$ cat src/regbank_map.svh
// Behaviour
// - First status bit 6 reads 1 when horizontal loop unlocked.
// - First status bit 5 reads 1 while slow time constant active.
// - First status bits 4 and 3 flag luma gain at top/bottom limit.
// - First status bit 2 reads 1 while white peak loop active.
// - First status bits 1:0 give colour standard: BW, NTSC, PAL, SECAM.
// - First status register read-only, bits 6:0 defined; writes ignored.
// - Second status register read-only; bits 7:5, 3:0 defined, bit 4 none.
// - Second status bit 7 reads 1 for interlaced video.
// - Second status bit 6 reads 0 only when both loops locked.
// - Second status bit 5 is 0 for 50 Hz, 1 for 60 Hz.
// - Second status bit 3 flags four-line type 3 stripe burst.
// - Second status bit 2 flags a stripe burst of any type.
// - Second status bit 1 flags a copy-protected source.
// - Second status bit 0 reads 1 only when all loops locked.
// - Control bit 6 drives the AD port when 1, releases it when 0.
// - Control bit 5 selects ADC clock: line-locked or external pin.
// - Control bit 4: clamp follows clamp setting, or reference mode.
// - Control bit 2 lets source-switch pin edges reset gain loop.
// - Gain A is 9 bits: msb control bit 0, low byte at 24H.
// - Gain B is 9 bits: msb control bit 1, low byte at 25H.
`ifndef REGBANK_MAP_SVH
`define REGBANK_MAP_SVH

// ----------------------------------------
// Register offsets
// ----------------------------------------
`define REG_STATUS_ONE 8'h1E
`define REG_STATUS_TWO 8'h1F
`define REG_CTRL_A 8'h23
`define REG_GAIN_LOW_A 8'h24
`define REG_GAIN_LOW_B 8'h25

// ----------------------------------------
// Field positions
// ----------------------------------------
`define S1_HLOCK_BIT 6
`define S1_SLOW_BIT 5
`define S1_TOP_BIT 4
`define S1_BOTTOM_BIT 3
`define S1_WPEAK_BIT 2
`define S2_INTERLACE_FLAG_BIT 7
`define S2_HVUNL_BIT 6
`define S2_FIELD_BIT 5
`define S2_UNDEF_BIT 4
`define S2_FOUR_BIT 3
`define S2_ANY_BIT 2
`define S2_COPY_PROTECT_FLAG_BIT 1
`define S2_READY_BIT 0
`define CA_DRIVE_BIT 6
`define CA_CLKSEL_BIT 5

// ----------------------------------------
// Reset values and masks
// ----------------------------------------
`define CTRL_A_RESET 8'h00
`define CTRL_A_WMASK 8'hF7
`define GAIN_LOW_RESET 8'h90
`define CSTD_BW 2'h0
`define CSTD_NTSC 2'h1
`define CSTD_PAL 2'h2
`define CSTD_SECAM 2'h3

`endif

$ cat src/regbank_pkg.sv
package regbank_pkg;

    // Raw loop status as it leaves the decoder loops
    typedef struct packed {
        logic interlaced;
        logic horiz_unlocked;
        logic vert_unlocked;
        logic slow_tc;
        logic gain_top;
        logic gain_bottom;
        logic white_peak;
        logic [1:0] colour_std;
        logic field_60;
        logic stripe_four;
        logic stripe_any;
        logic copy_protect;
        logic loops_locked;
    } status_in_t;

    typedef struct packed {
        logic undef7;
        logic horiz_unlocked_flag;
        logic slow_time_const_flag;
        logic luma_gain_top_limit_flag;
        logic luma_gain_bottom_limit_flag;
        logic white_peak_active_flag;
        logic [1:0] colour_standard_code;
    } status_one_t;

    typedef struct packed {
        logic interlace_flag;
        logic hv_loops_unlocked_flag;
        logic field_rate_flag;
        logic undef4;
        logic stripe_burst_four_line_flag;
        logic stripe_burst_any_flag;
        logic copy_protect_flag;
        logic capture_ready_flag;
    } status_two_t;

    typedef struct packed {
        logic analog_out_select_bit;
        logic adc_port_drive_enable;
        logic adc_clock_source_select;
        logic clamp_or_reference_select;
        logic undef3;
        logic source_switch_input_enable;
        logic gain_b_msb;
        logic gain_a_msb;
    } ctrl_a_t;

endpackage

$ cat src/status_sampler.sv
`timescale 1ns/100ps
module status_sampler
    import regbank_pkg::*;
(
    // Clock and reset
    input wire logic ref_clk,
    input wire logic rst_n,
    // Loop status from the decoder clock domain
    input status_in_t raw_status,
    // Coherent snapshot
    output status_in_t snap_q
);

    status_in_t s1_q;
    status_in_t s2_q;
    status_in_t s3_q;

    // ----------------------------------------
    // Three-stage capture
    // ----------------------------------------
    always_ff @(posedge ref_clk)
    begin
        if (!rst_n)
        begin
            s1_q <= '0;
            s2_q <= '0;
            s3_q <= '0;
        end
        else
        begin
            s1_q <= raw_status;
            s2_q <= s1_q;
            s3_q <= s2_q;
        end
    end

    // coherent snapshot
    // Whole word moves only when every bit has settled, never half-old
    always_ff @(posedge ref_clk)
    begin
        if (!rst_n)
            snap_q <= '0;
        else if (s2_q == s3_q)
            snap_q <= s3_q;
    end

    snap_settled_a:
    assert property (@(posedge ref_clk) disable iff (!rst_n)
        !$stable(snap_q) |-> $past(s2_q) == $past(s3_q)
            && snap_q == $past(s3_q))
    else $error("snapshot moved while status unsettled");

endmodule

$ cat src/source_switch_edge.sv
`timescale 1ns/100ps
module source_switch_edge
(
    // Clock and reset
    input wire logic ref_clk,
    input wire logic rst_n,
    // Pin and control
    input wire logic source_switch_input_pin,
    input wire logic source_switch_input_enable,
    // Gain loop reset pulse
    output logic gain_loop_reset
);

    logic s1_q;
    logic s2_q;
    logic s3_q;
    logic level_q;
    logic primed_q;
    logic [1:0] fill_q;
    logic change;

    // ----------------------------------------
    // Pin capture
    // ----------------------------------------
    always_ff @(posedge ref_clk)
    begin
        if (!rst_n)
        begin
            s1_q <= 1'b0;
            s2_q <= 1'b0;
            s3_q <= 1'b0;
        end
        else
        begin
            s1_q <= source_switch_input_pin;
            s2_q <= s1_q;
            s3_q <= s2_q;
        end
    end

    assign change = (s2_q == s3_q) && (s3_q != level_q) && primed_q;

    // Stages hold real pin samples only three edges after reset;
    // learning earlier would turn a pin idling high into an edge
    always_ff @(posedge ref_clk)
    begin
        if (!rst_n)
            fill_q <= 2'h0;
        else if (fill_q != 2'h3)
            fill_q <= fill_q + 2'h1;
    end

    // First settled level after reset is learned, not taken as an edge
    always_ff @(posedge ref_clk)
    begin
        if (!rst_n)
        begin
            level_q <= 1'b0;
            primed_q <= 1'b0;
        end
        else if (fill_q == 2'h3 && s2_q == s3_q)
        begin
            level_q <= s3_q;
            primed_q <= 1'b1;
        end
    end

    always_ff @(posedge ref_clk)
    begin
        if (!rst_n)
            gain_loop_reset <= 1'b0;
        else
            gain_loop_reset <= change && source_switch_input_enable;
    end

    edge_gated_a:
    assert property (@(posedge ref_clk) disable iff (!rst_n)
        gain_loop_reset |-> $past(source_switch_input_enable)
            && $past(s3_q) != $past(level_q))
    else $error("gain loop reset without enabled edge");

endmodule

$ cat src/status_regbank.sv
`timescale 1ns/100ps
`include "regbank_map.svh"
module status_regbank
    import regbank_pkg::*;
(
    // Clock and reset
    input wire logic ref_clk,
    input wire logic rst_n,
    // Register port behind the serial control bus
    input wire logic [7:0] reg_addr,
    input wire logic reg_wr,
    input wire logic reg_rd,
    input wire logic [7:0] reg_wdata,
    output logic [7:0] reg_rdata,
    output logic reg_ack,
    // Decoder loop status
    input status_in_t loop_status,
    // Clamp setting held elsewhere
    input wire logic clamp_setting_bit,
    // Source switch indicator pin
    input wire logic source_switch_input_pin,
    // Analog input control outputs
    output logic analog_out_select_bit,
    output logic adc_port_drive_enable,
    output logic ad_port_oe,
    output logic adc_clock_source_select,
    output logic clamp_or_reference_select,
    output logic adc_clamp_enable,
    output logic source_switch_input_enable,
    output logic gain_loop_reset,
    output logic [8:0] gain_a,
    output logic [8:0] gain_b
);

    ctrl_a_t ctrl_a_q;
    logic [7:0] gain_a_low_bits_q;
    logic [7:0] gain_b_low_bits_q;
    logic clamp_q;
    logic [7:0] rdata_q;
    logic ack_q;
    logic [7:0] rdata_d;
    status_in_t snap;
    status_one_t status_one;
    status_two_t status_two;
    logic rd_one;
    logic rd_two;

    function automatic logic hit(input logic [7:0] addr,
        input logic [7:0] offset);
        return addr == offset;
    endfunction

    // ----------------------------------------
    // Status capture
    // ----------------------------------------
    status_sampler u_sampler
    (
        .ref_clk(ref_clk),
        .rst_n(rst_n),
        .raw_status(loop_status),
        .snap_q(snap)
    );

    // ----------------------------------------
    // Status byte composition
    // ----------------------------------------
    always_comb
    begin
        status_one.undef7 = 1'b0;
        status_one.horiz_unlocked_flag = snap.horiz_unlocked;
        status_one.slow_time_const_flag = snap.slow_tc;
        status_one.luma_gain_top_limit_flag = snap.gain_top;
        status_one.luma_gain_bottom_limit_flag = snap.gain_bottom;
        status_one.white_peak_active_flag = snap.white_peak;
        status_one.colour_standard_code = snap.colour_std;
    end

    always_comb
    begin
        status_two.interlace_flag = snap.interlaced;
        status_two.hv_loops_unlocked_flag =
            snap.horiz_unlocked | snap.vert_unlocked;
        status_two.field_rate_flag = snap.field_60;
        status_two.undef4 = 1'b0;
        status_two.stripe_burst_four_line_flag = snap.stripe_four;
        status_two.stripe_burst_any_flag = snap.stripe_any;
        status_two.copy_protect_flag = snap.copy_protect;
        // capture ready
        // Ready is forced low whenever either sync loop reports unlock
        status_two.capture_ready_flag = snap.loops_locked
            & ~snap.horiz_unlocked & ~snap.vert_unlocked;
    end

    // ----------------------------------------
    // Control registers
    // ----------------------------------------
    // status ignores writes
    // Only control offsets decode for writes; status has no storage
    always_ff @(posedge ref_clk)
    begin
        if (!rst_n)
            ctrl_a_q <= ctrl_a_t'(`CTRL_A_RESET);
        else if (reg_wr && hit(reg_addr, `REG_CTRL_A))
            ctrl_a_q <= ctrl_a_t'(reg_wdata & `CTRL_A_WMASK);
    end

    always_ff @(posedge ref_clk)
    begin
        if (!rst_n)
            gain_a_low_bits_q <= `GAIN_LOW_RESET;
        else if (reg_wr && hit(reg_addr, `REG_GAIN_LOW_A))
            gain_a_low_bits_q <= reg_wdata;
    end

    always_ff @(posedge ref_clk)
    begin
        if (!rst_n)
            gain_b_low_bits_q <= `GAIN_LOW_RESET;
        else if (reg_wr && hit(reg_addr, `REG_GAIN_LOW_B))
            gain_b_low_bits_q <= reg_wdata;
    end

    // clamp or reference
    // Registered so the clamp line stays a flop output
    always_ff @(posedge ref_clk)
    begin
        if (!rst_n)
            clamp_q <= 1'b0;
        else
            clamp_q <= ~ctrl_a_q.clamp_or_reference_select
                & clamp_setting_bit;
    end

    // ----------------------------------------
    // Read path
    // ----------------------------------------
    always_comb
    begin
        case (reg_addr)
            `REG_STATUS_ONE: rdata_d = status_one;
            `REG_STATUS_TWO: rdata_d = status_two;
            `REG_CTRL_A: rdata_d = ctrl_a_q;
            `REG_GAIN_LOW_A: rdata_d = gain_a_low_bits_q;
            `REG_GAIN_LOW_B: rdata_d = gain_b_low_bits_q;
            default: rdata_d = 8'h00;
        endcase
    end

    always_ff @(posedge ref_clk)
    begin
        if (!rst_n)
            rdata_q <= 8'h00;
        else if (reg_rd)
            rdata_q <= rdata_d;
    end

    always_ff @(posedge ref_clk)
    begin
        if (!rst_n)
            ack_q <= 1'b0;
        else
            ack_q <= reg_rd | reg_wr;
    end

    // ----------------------------------------
    // Source switch edge
    // ----------------------------------------
    source_switch_edge u_edge
    (
        .ref_clk(ref_clk),
        .rst_n(rst_n),
        .source_switch_input_pin(source_switch_input_pin),
        .source_switch_input_enable(ctrl_a_q.source_switch_input_enable),
        .gain_loop_reset(gain_loop_reset)
    );

    // ----------------------------------------
    // Outputs
    // ----------------------------------------
    assign reg_rdata = rdata_q;
    assign reg_ack = ack_q;
    assign analog_out_select_bit = ctrl_a_q.analog_out_select_bit;
    assign adc_port_drive_enable = ctrl_a_q.adc_port_drive_enable;
    assign ad_port_oe = ctrl_a_q.adc_port_drive_enable;
    assign adc_clock_source_select = ctrl_a_q.adc_clock_source_select;
    assign clamp_or_reference_select = ctrl_a_q.clamp_or_reference_select;
    assign adc_clamp_enable = clamp_q;
    assign source_switch_input_enable = ctrl_a_q.source_switch_input_enable;
    assign gain_a = {ctrl_a_q.gain_a_msb, gain_a_low_bits_q};
    assign gain_b = {ctrl_a_q.gain_b_msb, gain_b_low_bits_q};

    // ----------------------------------------
    // Checks
    // ----------------------------------------
    assign rd_one = reg_rd && hit(reg_addr, `REG_STATUS_ONE);
    assign rd_two = reg_rd && hit(reg_addr, `REG_STATUS_TWO);

    hlock_read_a:
    assert property (@(posedge ref_clk) disable iff (!rst_n)
        rd_one |=> reg_rdata[`S1_HLOCK_BIT] == $past(snap.horiz_unlocked))
    else $error("horizontal lock bit wrong");

    slow_tc_read_a:
    assert property (@(posedge ref_clk) disable iff (!rst_n)
        rd_one |=> reg_rdata[`S1_SLOW_BIT] == $past(snap.slow_tc))
    else $error("slow time constant bit wrong");

    gain_limit_read_a:
    assert property (@(posedge ref_clk) disable iff (!rst_n)
        rd_one |=> reg_rdata[`S1_TOP_BIT] == $past(snap.gain_top)
            && reg_rdata[`S1_BOTTOM_BIT] == $past(snap.gain_bottom))
    else $error("gain limit bits wrong");

    white_peak_read_a:
    assert property (@(posedge ref_clk) disable iff (!rst_n)
        rd_one |=> reg_rdata[`S1_WPEAK_BIT] == $past(snap.white_peak))
    else $error("white peak bit wrong");

    colour_std_read_a:
    assert property (@(posedge ref_clk) disable iff (!rst_n)
        rd_one |=> reg_rdata[1:0] == $past(snap.colour_std))
    else $error("colour standard code wrong");

    status_write_ignored_a:
    assert property (@(posedge ref_clk) disable iff (!rst_n)
        reg_wr && (hit(reg_addr, `REG_STATUS_ONE)
            || hit(reg_addr, `REG_STATUS_TWO))
            |=> $stable(ctrl_a_q) && $stable(gain_a_low_bits_q)
            && $stable(gain_b_low_bits_q))
    else $error("status write changed a register");

    undef_zero_a:
    assert property (@(posedge ref_clk) disable iff (!rst_n)
        (rd_one |=> !reg_rdata[7]) and (rd_two |=> !reg_rdata[4]))
    else $error("undefined status bit not zero");

    interlace_read_a:
    assert property (@(posedge ref_clk) disable iff (!rst_n)
        rd_two |=> reg_rdata[`S2_INTERLACE_FLAG_BIT] == $past(snap.interlaced))
    else $error("interlace bit wrong");

    hv_unlock_read_a:
    assert property (@(posedge ref_clk) disable iff (!rst_n)
        rd_two |=> reg_rdata[`S2_HVUNL_BIT] == ($past(snap.horiz_unlocked)
            | $past(snap.vert_unlocked)))
    else $error("loop unlock bit wrong");

    capture_ready_a:
    assert property (@(posedge ref_clk) disable iff (!rst_n)
        rd_two ##1 reg_rdata[`S2_READY_BIT]
            |-> !reg_rdata[`S2_HVUNL_BIT])
    else $error("capture ready while loops unlocked");

    gain_a_write_a:
    assert property (@(posedge ref_clk) disable iff (!rst_n)
        reg_wr && hit(reg_addr, `REG_GAIN_LOW_A)
            |=> gain_a[7:0] == $past(reg_wdata))
    else $error("gain A low byte not stored");

    clamp_follow_a:
    assert property (@(posedge ref_clk) disable iff (!rst_n)
        ##1 adc_clamp_enable |-> $past(clamp_setting_bit)
            && !$past(clamp_or_reference_select))
    else $error("clamp active in reference mode");

    field_rate_read_a:
    assert property (@(posedge ref_clk) disable iff (!rst_n)
        rd_two |=> reg_rdata[`S2_FIELD_BIT] == $past(snap.field_60))
    else $error("field rate bit wrong");

    four_line_read_a:
    assert property (@(posedge ref_clk) disable iff (!rst_n)
        rd_two |=> reg_rdata[`S2_FOUR_BIT] == $past(snap.stripe_four))
    else $error("four-line burst bit wrong");

    any_burst_read_a:
    assert property (@(posedge ref_clk) disable iff (!rst_n)
        rd_two |=> reg_rdata[`S2_ANY_BIT] == $past(snap.stripe_any))
    else $error("stripe burst bit wrong");

    copy_protect_read_a:
    assert property (@(posedge ref_clk) disable iff (!rst_n)
        rd_two |=> reg_rdata[`S2_COPY_PROTECT_FLAG_BIT] == $past(snap.copy_protect))
    else $error("copy protection bit wrong");

    port_drive_write_a:
    assert property (@(posedge ref_clk) disable iff (!rst_n)
        reg_wr && hit(reg_addr, `REG_CTRL_A)
            |=> ad_port_oe == $past(reg_wdata[`CA_DRIVE_BIT]))
    else $error("AD port drive not set by write");

    clock_select_write_a:
    assert property (@(posedge ref_clk) disable iff (!rst_n)
        reg_wr && hit(reg_addr, `REG_CTRL_A)
            |=> adc_clock_source_select == $past(reg_wdata[`CA_CLKSEL_BIT]))
    else $error("ADC clock select not set by write");

    gain_b_write_a:
    assert property (@(posedge ref_clk) disable iff (!rst_n)
        reg_wr && hit(reg_addr, `REG_GAIN_LOW_B)
            |=> gain_b[7:0] == $past(reg_wdata))
    else $error("gain B low byte not stored");

endmodule

$ cat config.mk
export PLATFORM = sky130hd
export DESIGN_NAME = status_regbank
export DESIGN_NICKNAME = d
export VERILOG_FILES = /design/src/regbank_pkg.sv /design/src/status_sampler.sv /design/src/source_switch_edge.sv /design/src/status_regbank.sv
export VERILOG_INCLUDE_DIRS = /design/src
export SDC_FILE = /design/constraint.sdc
export NUM_CORES = 1
export LEC_CHECK = 0
export BUFFER_PORTS_ARGS = -buffer_cell sky130_fd_sc_hd__buf_2
export CORE_ASPECT_RATIO = 0.8
export CORE_MARGIN = 8
export CORE_UTILIZATION = 54
export DETAILED_ROUTE_END_ITERATION = 7
export HOLD_SLACK_MARGIN = 0.12
export PLACE_DENSITY = 0.78
export SLEW_MARGIN = 5
export SYNTH_ARGS = -nofsm -noshare
export SYNTH_HDL_FRONTEND = slang
export SYNTH_SLANG_ARGS = --single-unit
$ cat constraint.sdc
create_clock -name ref_clk -period 1.9 [get_ports ref_clk]
set_input_delay 0.095 -clock ref_clk [delete_from_list [all_inputs] [get_ports ref_clk]]
set_output_delay 0.095 -clock ref_clk [all_outputs]
set_load 0.05 [all_outputs]
Yosys cells after proc, flatten, opt, wreduce, memory -nomap -nowiden

Index checks and enable logic that the tools add are counted.

Output and inout bits: 35
Bits of input ports: 36
Logic and storage cells: 98
Bits in registers: 97

Multiplexer cells: 1
Reductions and logical operators: 7
Bitwise operators: 8
Equal/unequal tests: 10
Add/sub/neg operators: 1

Operators with widths:

| cell                                          | number |
|---|---|
| case mux 8 bit (5 select lines)               | 1 |
| == test 8 x 6 -> 1 bit, second input constant | 3 |
| == test 8 x 5 -> 1 bit, second input constant | 2 |
| == test 14 bit                                | 1 |
| logical AND 1 bit                             | 7 |
| AND 1 bit                                     | 3 |
| NOT 1 bit                                     | 3 |
| adder 2 x 1 -> 2 bit, second input constant   | 1 |
| == test 2 bit, second input constant          | 1 |
| inequality test 2 bit, second input constant  | 1 |
| OR 1 bit                                      | 2 |
| == test 1 bit                                 | 1 |
| inequality test 1 bit                         | 1 |

Longest topological paths before layout

Word-level depth: 4
Mapped depth: 7
Depth with buffers taken out: 5

Hierarchy

From an unflattened synthesis, not the netlist that was laid out.

Cells, all modules: 369
Area, all modules: 3,846.2 sq um

By module, submodules not included:

| module             | sequential area each (sq um) | cells each | area each (sq um) | times used |
|---|---|---|---|---|
| status_sampler     | 1,121.1                      | 168        | 1,840.5           | 1 |
| status_regbank     | 660.6                        | 172        | 1,697.9           | 1 |
| source_switch_edge | 160.2                        | 29         | 307.8             | 1 |

Worst setup path before layout

OpenSTA, ideal clock, no wires.

Path type: register to register
Start point: reg u_sampler.s3_q[0] in the netlist's numbering
End point: reg u_sampler.snap_q[1] in the netlist's numbering
Path buffers: 1
Cell stages (with the launch flop): 7
Period minus slack after synthesis: 1.506 ns
Arrival: 1.378 ns
Required time: 1.772 ns
Library setup time: 0.128 ns
Slack: 0.394 ns
Path through: dfxtp_1 xor2_1 nor4_1 nand4_1 buf_2 nand3_1 o21ai_0

Longest elaborated chain between the ends: 1

Ends and longest elaborated chain:

| item                     | line                 | source |
|---|---|---|
| start: declaration       | status_sampler.sv:16 | `status_in_t s3_q;` |
| start signal: assignment | status_sampler.sv:33 | `s3_q <= s2_q;` |
| == test 14 bit           | status_sampler.sv:43 | `else if (s2_q == s3_q)` |
| end signal: assignment   | status_sampler.sv:44 | `snap_q <= s3_q;` |
| end: declaration         | status_sampler.sv:11 | `output status_in_t snap_q` |

Every way passes these cells.
A chain may end at the register's enable or synchronous reset.

Final worst setup path

Start point: reg u_sampler.s3_q[3] in the netlist's numbering
End point: reg u_sampler.snap_q[9] in the netlist's numbering

Same word-level chain as after synthesis.

==> impl_metrics.tcl <==
set metrics [dict create \
    skew_ps 11.4 \
    synthSimpleGateAreaFrac 0.241 \
    cts.htree.levels 3 \
    holdBufCountCts 26 \
    cts_tree "yes" \
    grt_pass1_wl_um 13600 \
    yosysTopAreaCell "dfxtp_1" \
    max-cap-violations 0 \
    initialDrtViolationCount 131 \
    synth_top_area_frac 0.528 \
    drtAntennaViolNets 0 \
    cts.sinks 97 \
    synth.distinct_cells 46 \
    startpoint_type "register" \
    wl_um 7970 \
    final.min_clock_period_ps 1580 \
    synth-compound-area-share 0.101 \
    routed-via-count 2891 \
    ir_drop_mv 0.633 \
    fin_cells 564 \
    syn2layout_area_growth_pct 25.6 \
    synthMuxAreaShare 0.0616 \
    synth_area_leaders "dfxtp_1 (53%), and2_1 (7.8%), nand2_1 (4.8%)" \
    fp-row-count 27 \
    synth_area_per_cell_sq_um 9.75 \
    postCtsSetupBuffers 0 \
    power.switching_uw 919 \
    seqPwrFrac 0.554 \
    yosys_register_bits 97 \
    finalPower_mw 3.83 \
    syn_inst 377 \
    clockBufferDepth 2 \
    arrival_ps 1820 \
    grt_setup_unrepaired "no" \
    critPathCaptureType "register" \
    crit_required_ps 2140 \
    core_area_sq_um 6720 \
    leakagePower_nw 2.05 \
    gp_congestion 0.811 \
    vias_per_cell 5.13 \
    num_io_pins 71 \
    slew_headroom 0.609 \
    drive_gt1_frac 0.224 \
    first_pass_iters 4 \
    io_buffers 70 \
    cts_root_buf "clkbuf_8" \
    fp.dieW_um 108 \
    clock.fmax_ghz 0.634 \
    synth_warnings 0 \
    finalCritPeriodShare 0.831 \
    grt_max_degree 29 \
    setup_tns_ps 0 \
    grt_pass1_vias 2976 \
    clkSlewWorstSetupHoldPaths_ps 100 \
    status "complete, no violations" \
    grt_use_total 0.173 \
    n_antenna_cell 0 \
    clock_latency_ps 360 \
    powerDensity_nw_per_um2 829 \
    criticalPathCategory "reg -> reg" \
    synth_xor_xnor_area_share 0.0357 \
    cp_max_fo 28 \
    initial_core_util 0.547 \
    wire_per_inst_um 14.1 \
    p_clk_frac 0.363 \
    finalHoldViolCount 0 \
    dieArea_sq_um 9720 \
    slew_violations 0 \
    syn_area_sq_um 3680 \
    layout.nets 509 \
    ctsResizeCount 0 \
    tightest_slew_ps 586 \
    hold_class "in -> reg" \
    power.internal_mw 2.91 \
    synth_fa_ha_area_frac 0.00340 \
    sw_frac_of_total 0.240 \
    place_hpwl_um 5600 \
    synth_top_family_by_area "simple AND/OR/NAND/NOR gates" \
    p_comb_frac 0.083 \
    final_common_cell "dfxtp_1" \
    synthArstFlopShare 0 \
    setup_viol_count_final 0 \
    antenna_found_initial 0 \
    synth_edf_count 0 \
    layout_common_cells "dfxtp_1 (97), buf_2 (70), nand2_1 (47)" \
    die_h_um 89.8 \
    cts_buffers 9 \
    seq_area_frac_synth 0.528 \
    synthFlopType "dfxtp_1" \
    drc 0 \
    dp.cells 522 \
    synth_nets 414 \
    overflow 0 \
]
## area by class of cell
class | count | area [sq um]
Fill cell | 518 | 2110
Sequential cell | 97 | 1940
Multi-Input combinational cell | 254 | 1630
Timing Repair Buffer | 104 | 708
Clock buffer | 10 | 138
Tap cell | 87 | 109
Clock inverter | 6 | 72.6
Inverter | 6 | 22.5
## power by group through the flow
stage	Sequential (mW)	Clock (mW)	Combinational, mW
after global routing	2.13	1.49	0.352
after detailed placement	2.17	0	0.273
after global placement	2.17	0	0.267
final	2.12	1.39	0.317
after CTS	2.12	1.41	0.315
after floorplan	2.19	0	0.151
## synthesized netlist by cell type (2+ instances only)
library cell	count
a32o_1	2
o21a_1	3
inv_1	6
nor4_1	3
mux2i_1	17
nand2b_1	3
clkbuf_1	14
a32oi_1	2
and3_1	2
or3b_1	2
buf_2	3
nor2b_1	16
nor2_4	2
o21ai_0	22
a21boi_1	6
and2_1	46
a41oi_1	3
dfxtp_1	97
nand2_1	47
nor2_1	7
buf_4	2
nor3_1	2
o32ai_1	2
mux2_2	5
xor2_1	14
a22o_1	3
a21oi_1	7
nand3_1	21
## cell families after synthesis
kind of cell | count (synthesis)
and+or+nand+nor | 160
DFF | 97
AOI/OAI and AO/OA | 56
buffers and inverters | 26
muxes | 22
xor gates and xnor gates | 15
adders and majority gates | 1
## final timing paths
path                            slack (ps)  depth (start not counted)              endpoint              start
worst max-delay path                   320                          6   u_sampler.snap_q[9]  u_sampler.s3_q[3]
worst min-delay path                   190                          2  gain_a_low_bits_q[7]              rst_n
worst max register to register         320                          6   u_sampler.snap_q[9]  u_sampler.s3_q[3]
worst min register to register         430                          1     u_sampler.s2_q[5]  u_sampler.s1_q[5]
## metrics by stage
step | utilization | worst slack, ps | instance area (sq um) | hold slack, ps
global placement | 0.617 | 317 | 4150 | 303
floorplan | - | 394 | 3680 | 205
finish | 0.687 | 322 | 4620 | 189
global route | 0.687 | 155 | 4620 | 184
CTS | 0.687 | 313 | 4620 | 170
detailed placement | 0.617 | 284 | 4150 | 304
## state kept, by name (all words and copies together) (netlist names), 2 cells and up
| signal | flops |
|---|---|
| gain_a_low_bits_q | 8 |
| gain_b_low_bits_q | 8 |
| reg_rdata | 8 |
| u_edge.fill_q | 2 |
| u_sampler.s1_q | 14 |
| u_sampler.s2_q | 14 |
| u_sampler.s3_q | 14 |
| u_sampler.snap_q | 14 |
## metal layers
metal	GRT usage	up-vias	routed length (um)
li1	-	1477	-
met2	0.290	85	3880
met3	0.0492	14	522
met1	0.201	1315	3440
met4	0.0634	0	128
met5	0	-	0
## worst max-delay path, cell delays in order (launching register included)
cell and delay, ps:
dfxtp_1 330, xor2_1 160, nor4_1 390, nand4_1 140
buf_4 240, nand3_1 100, o21ai_0 90
Note: power is estimated with default switching activity, not from simulation.
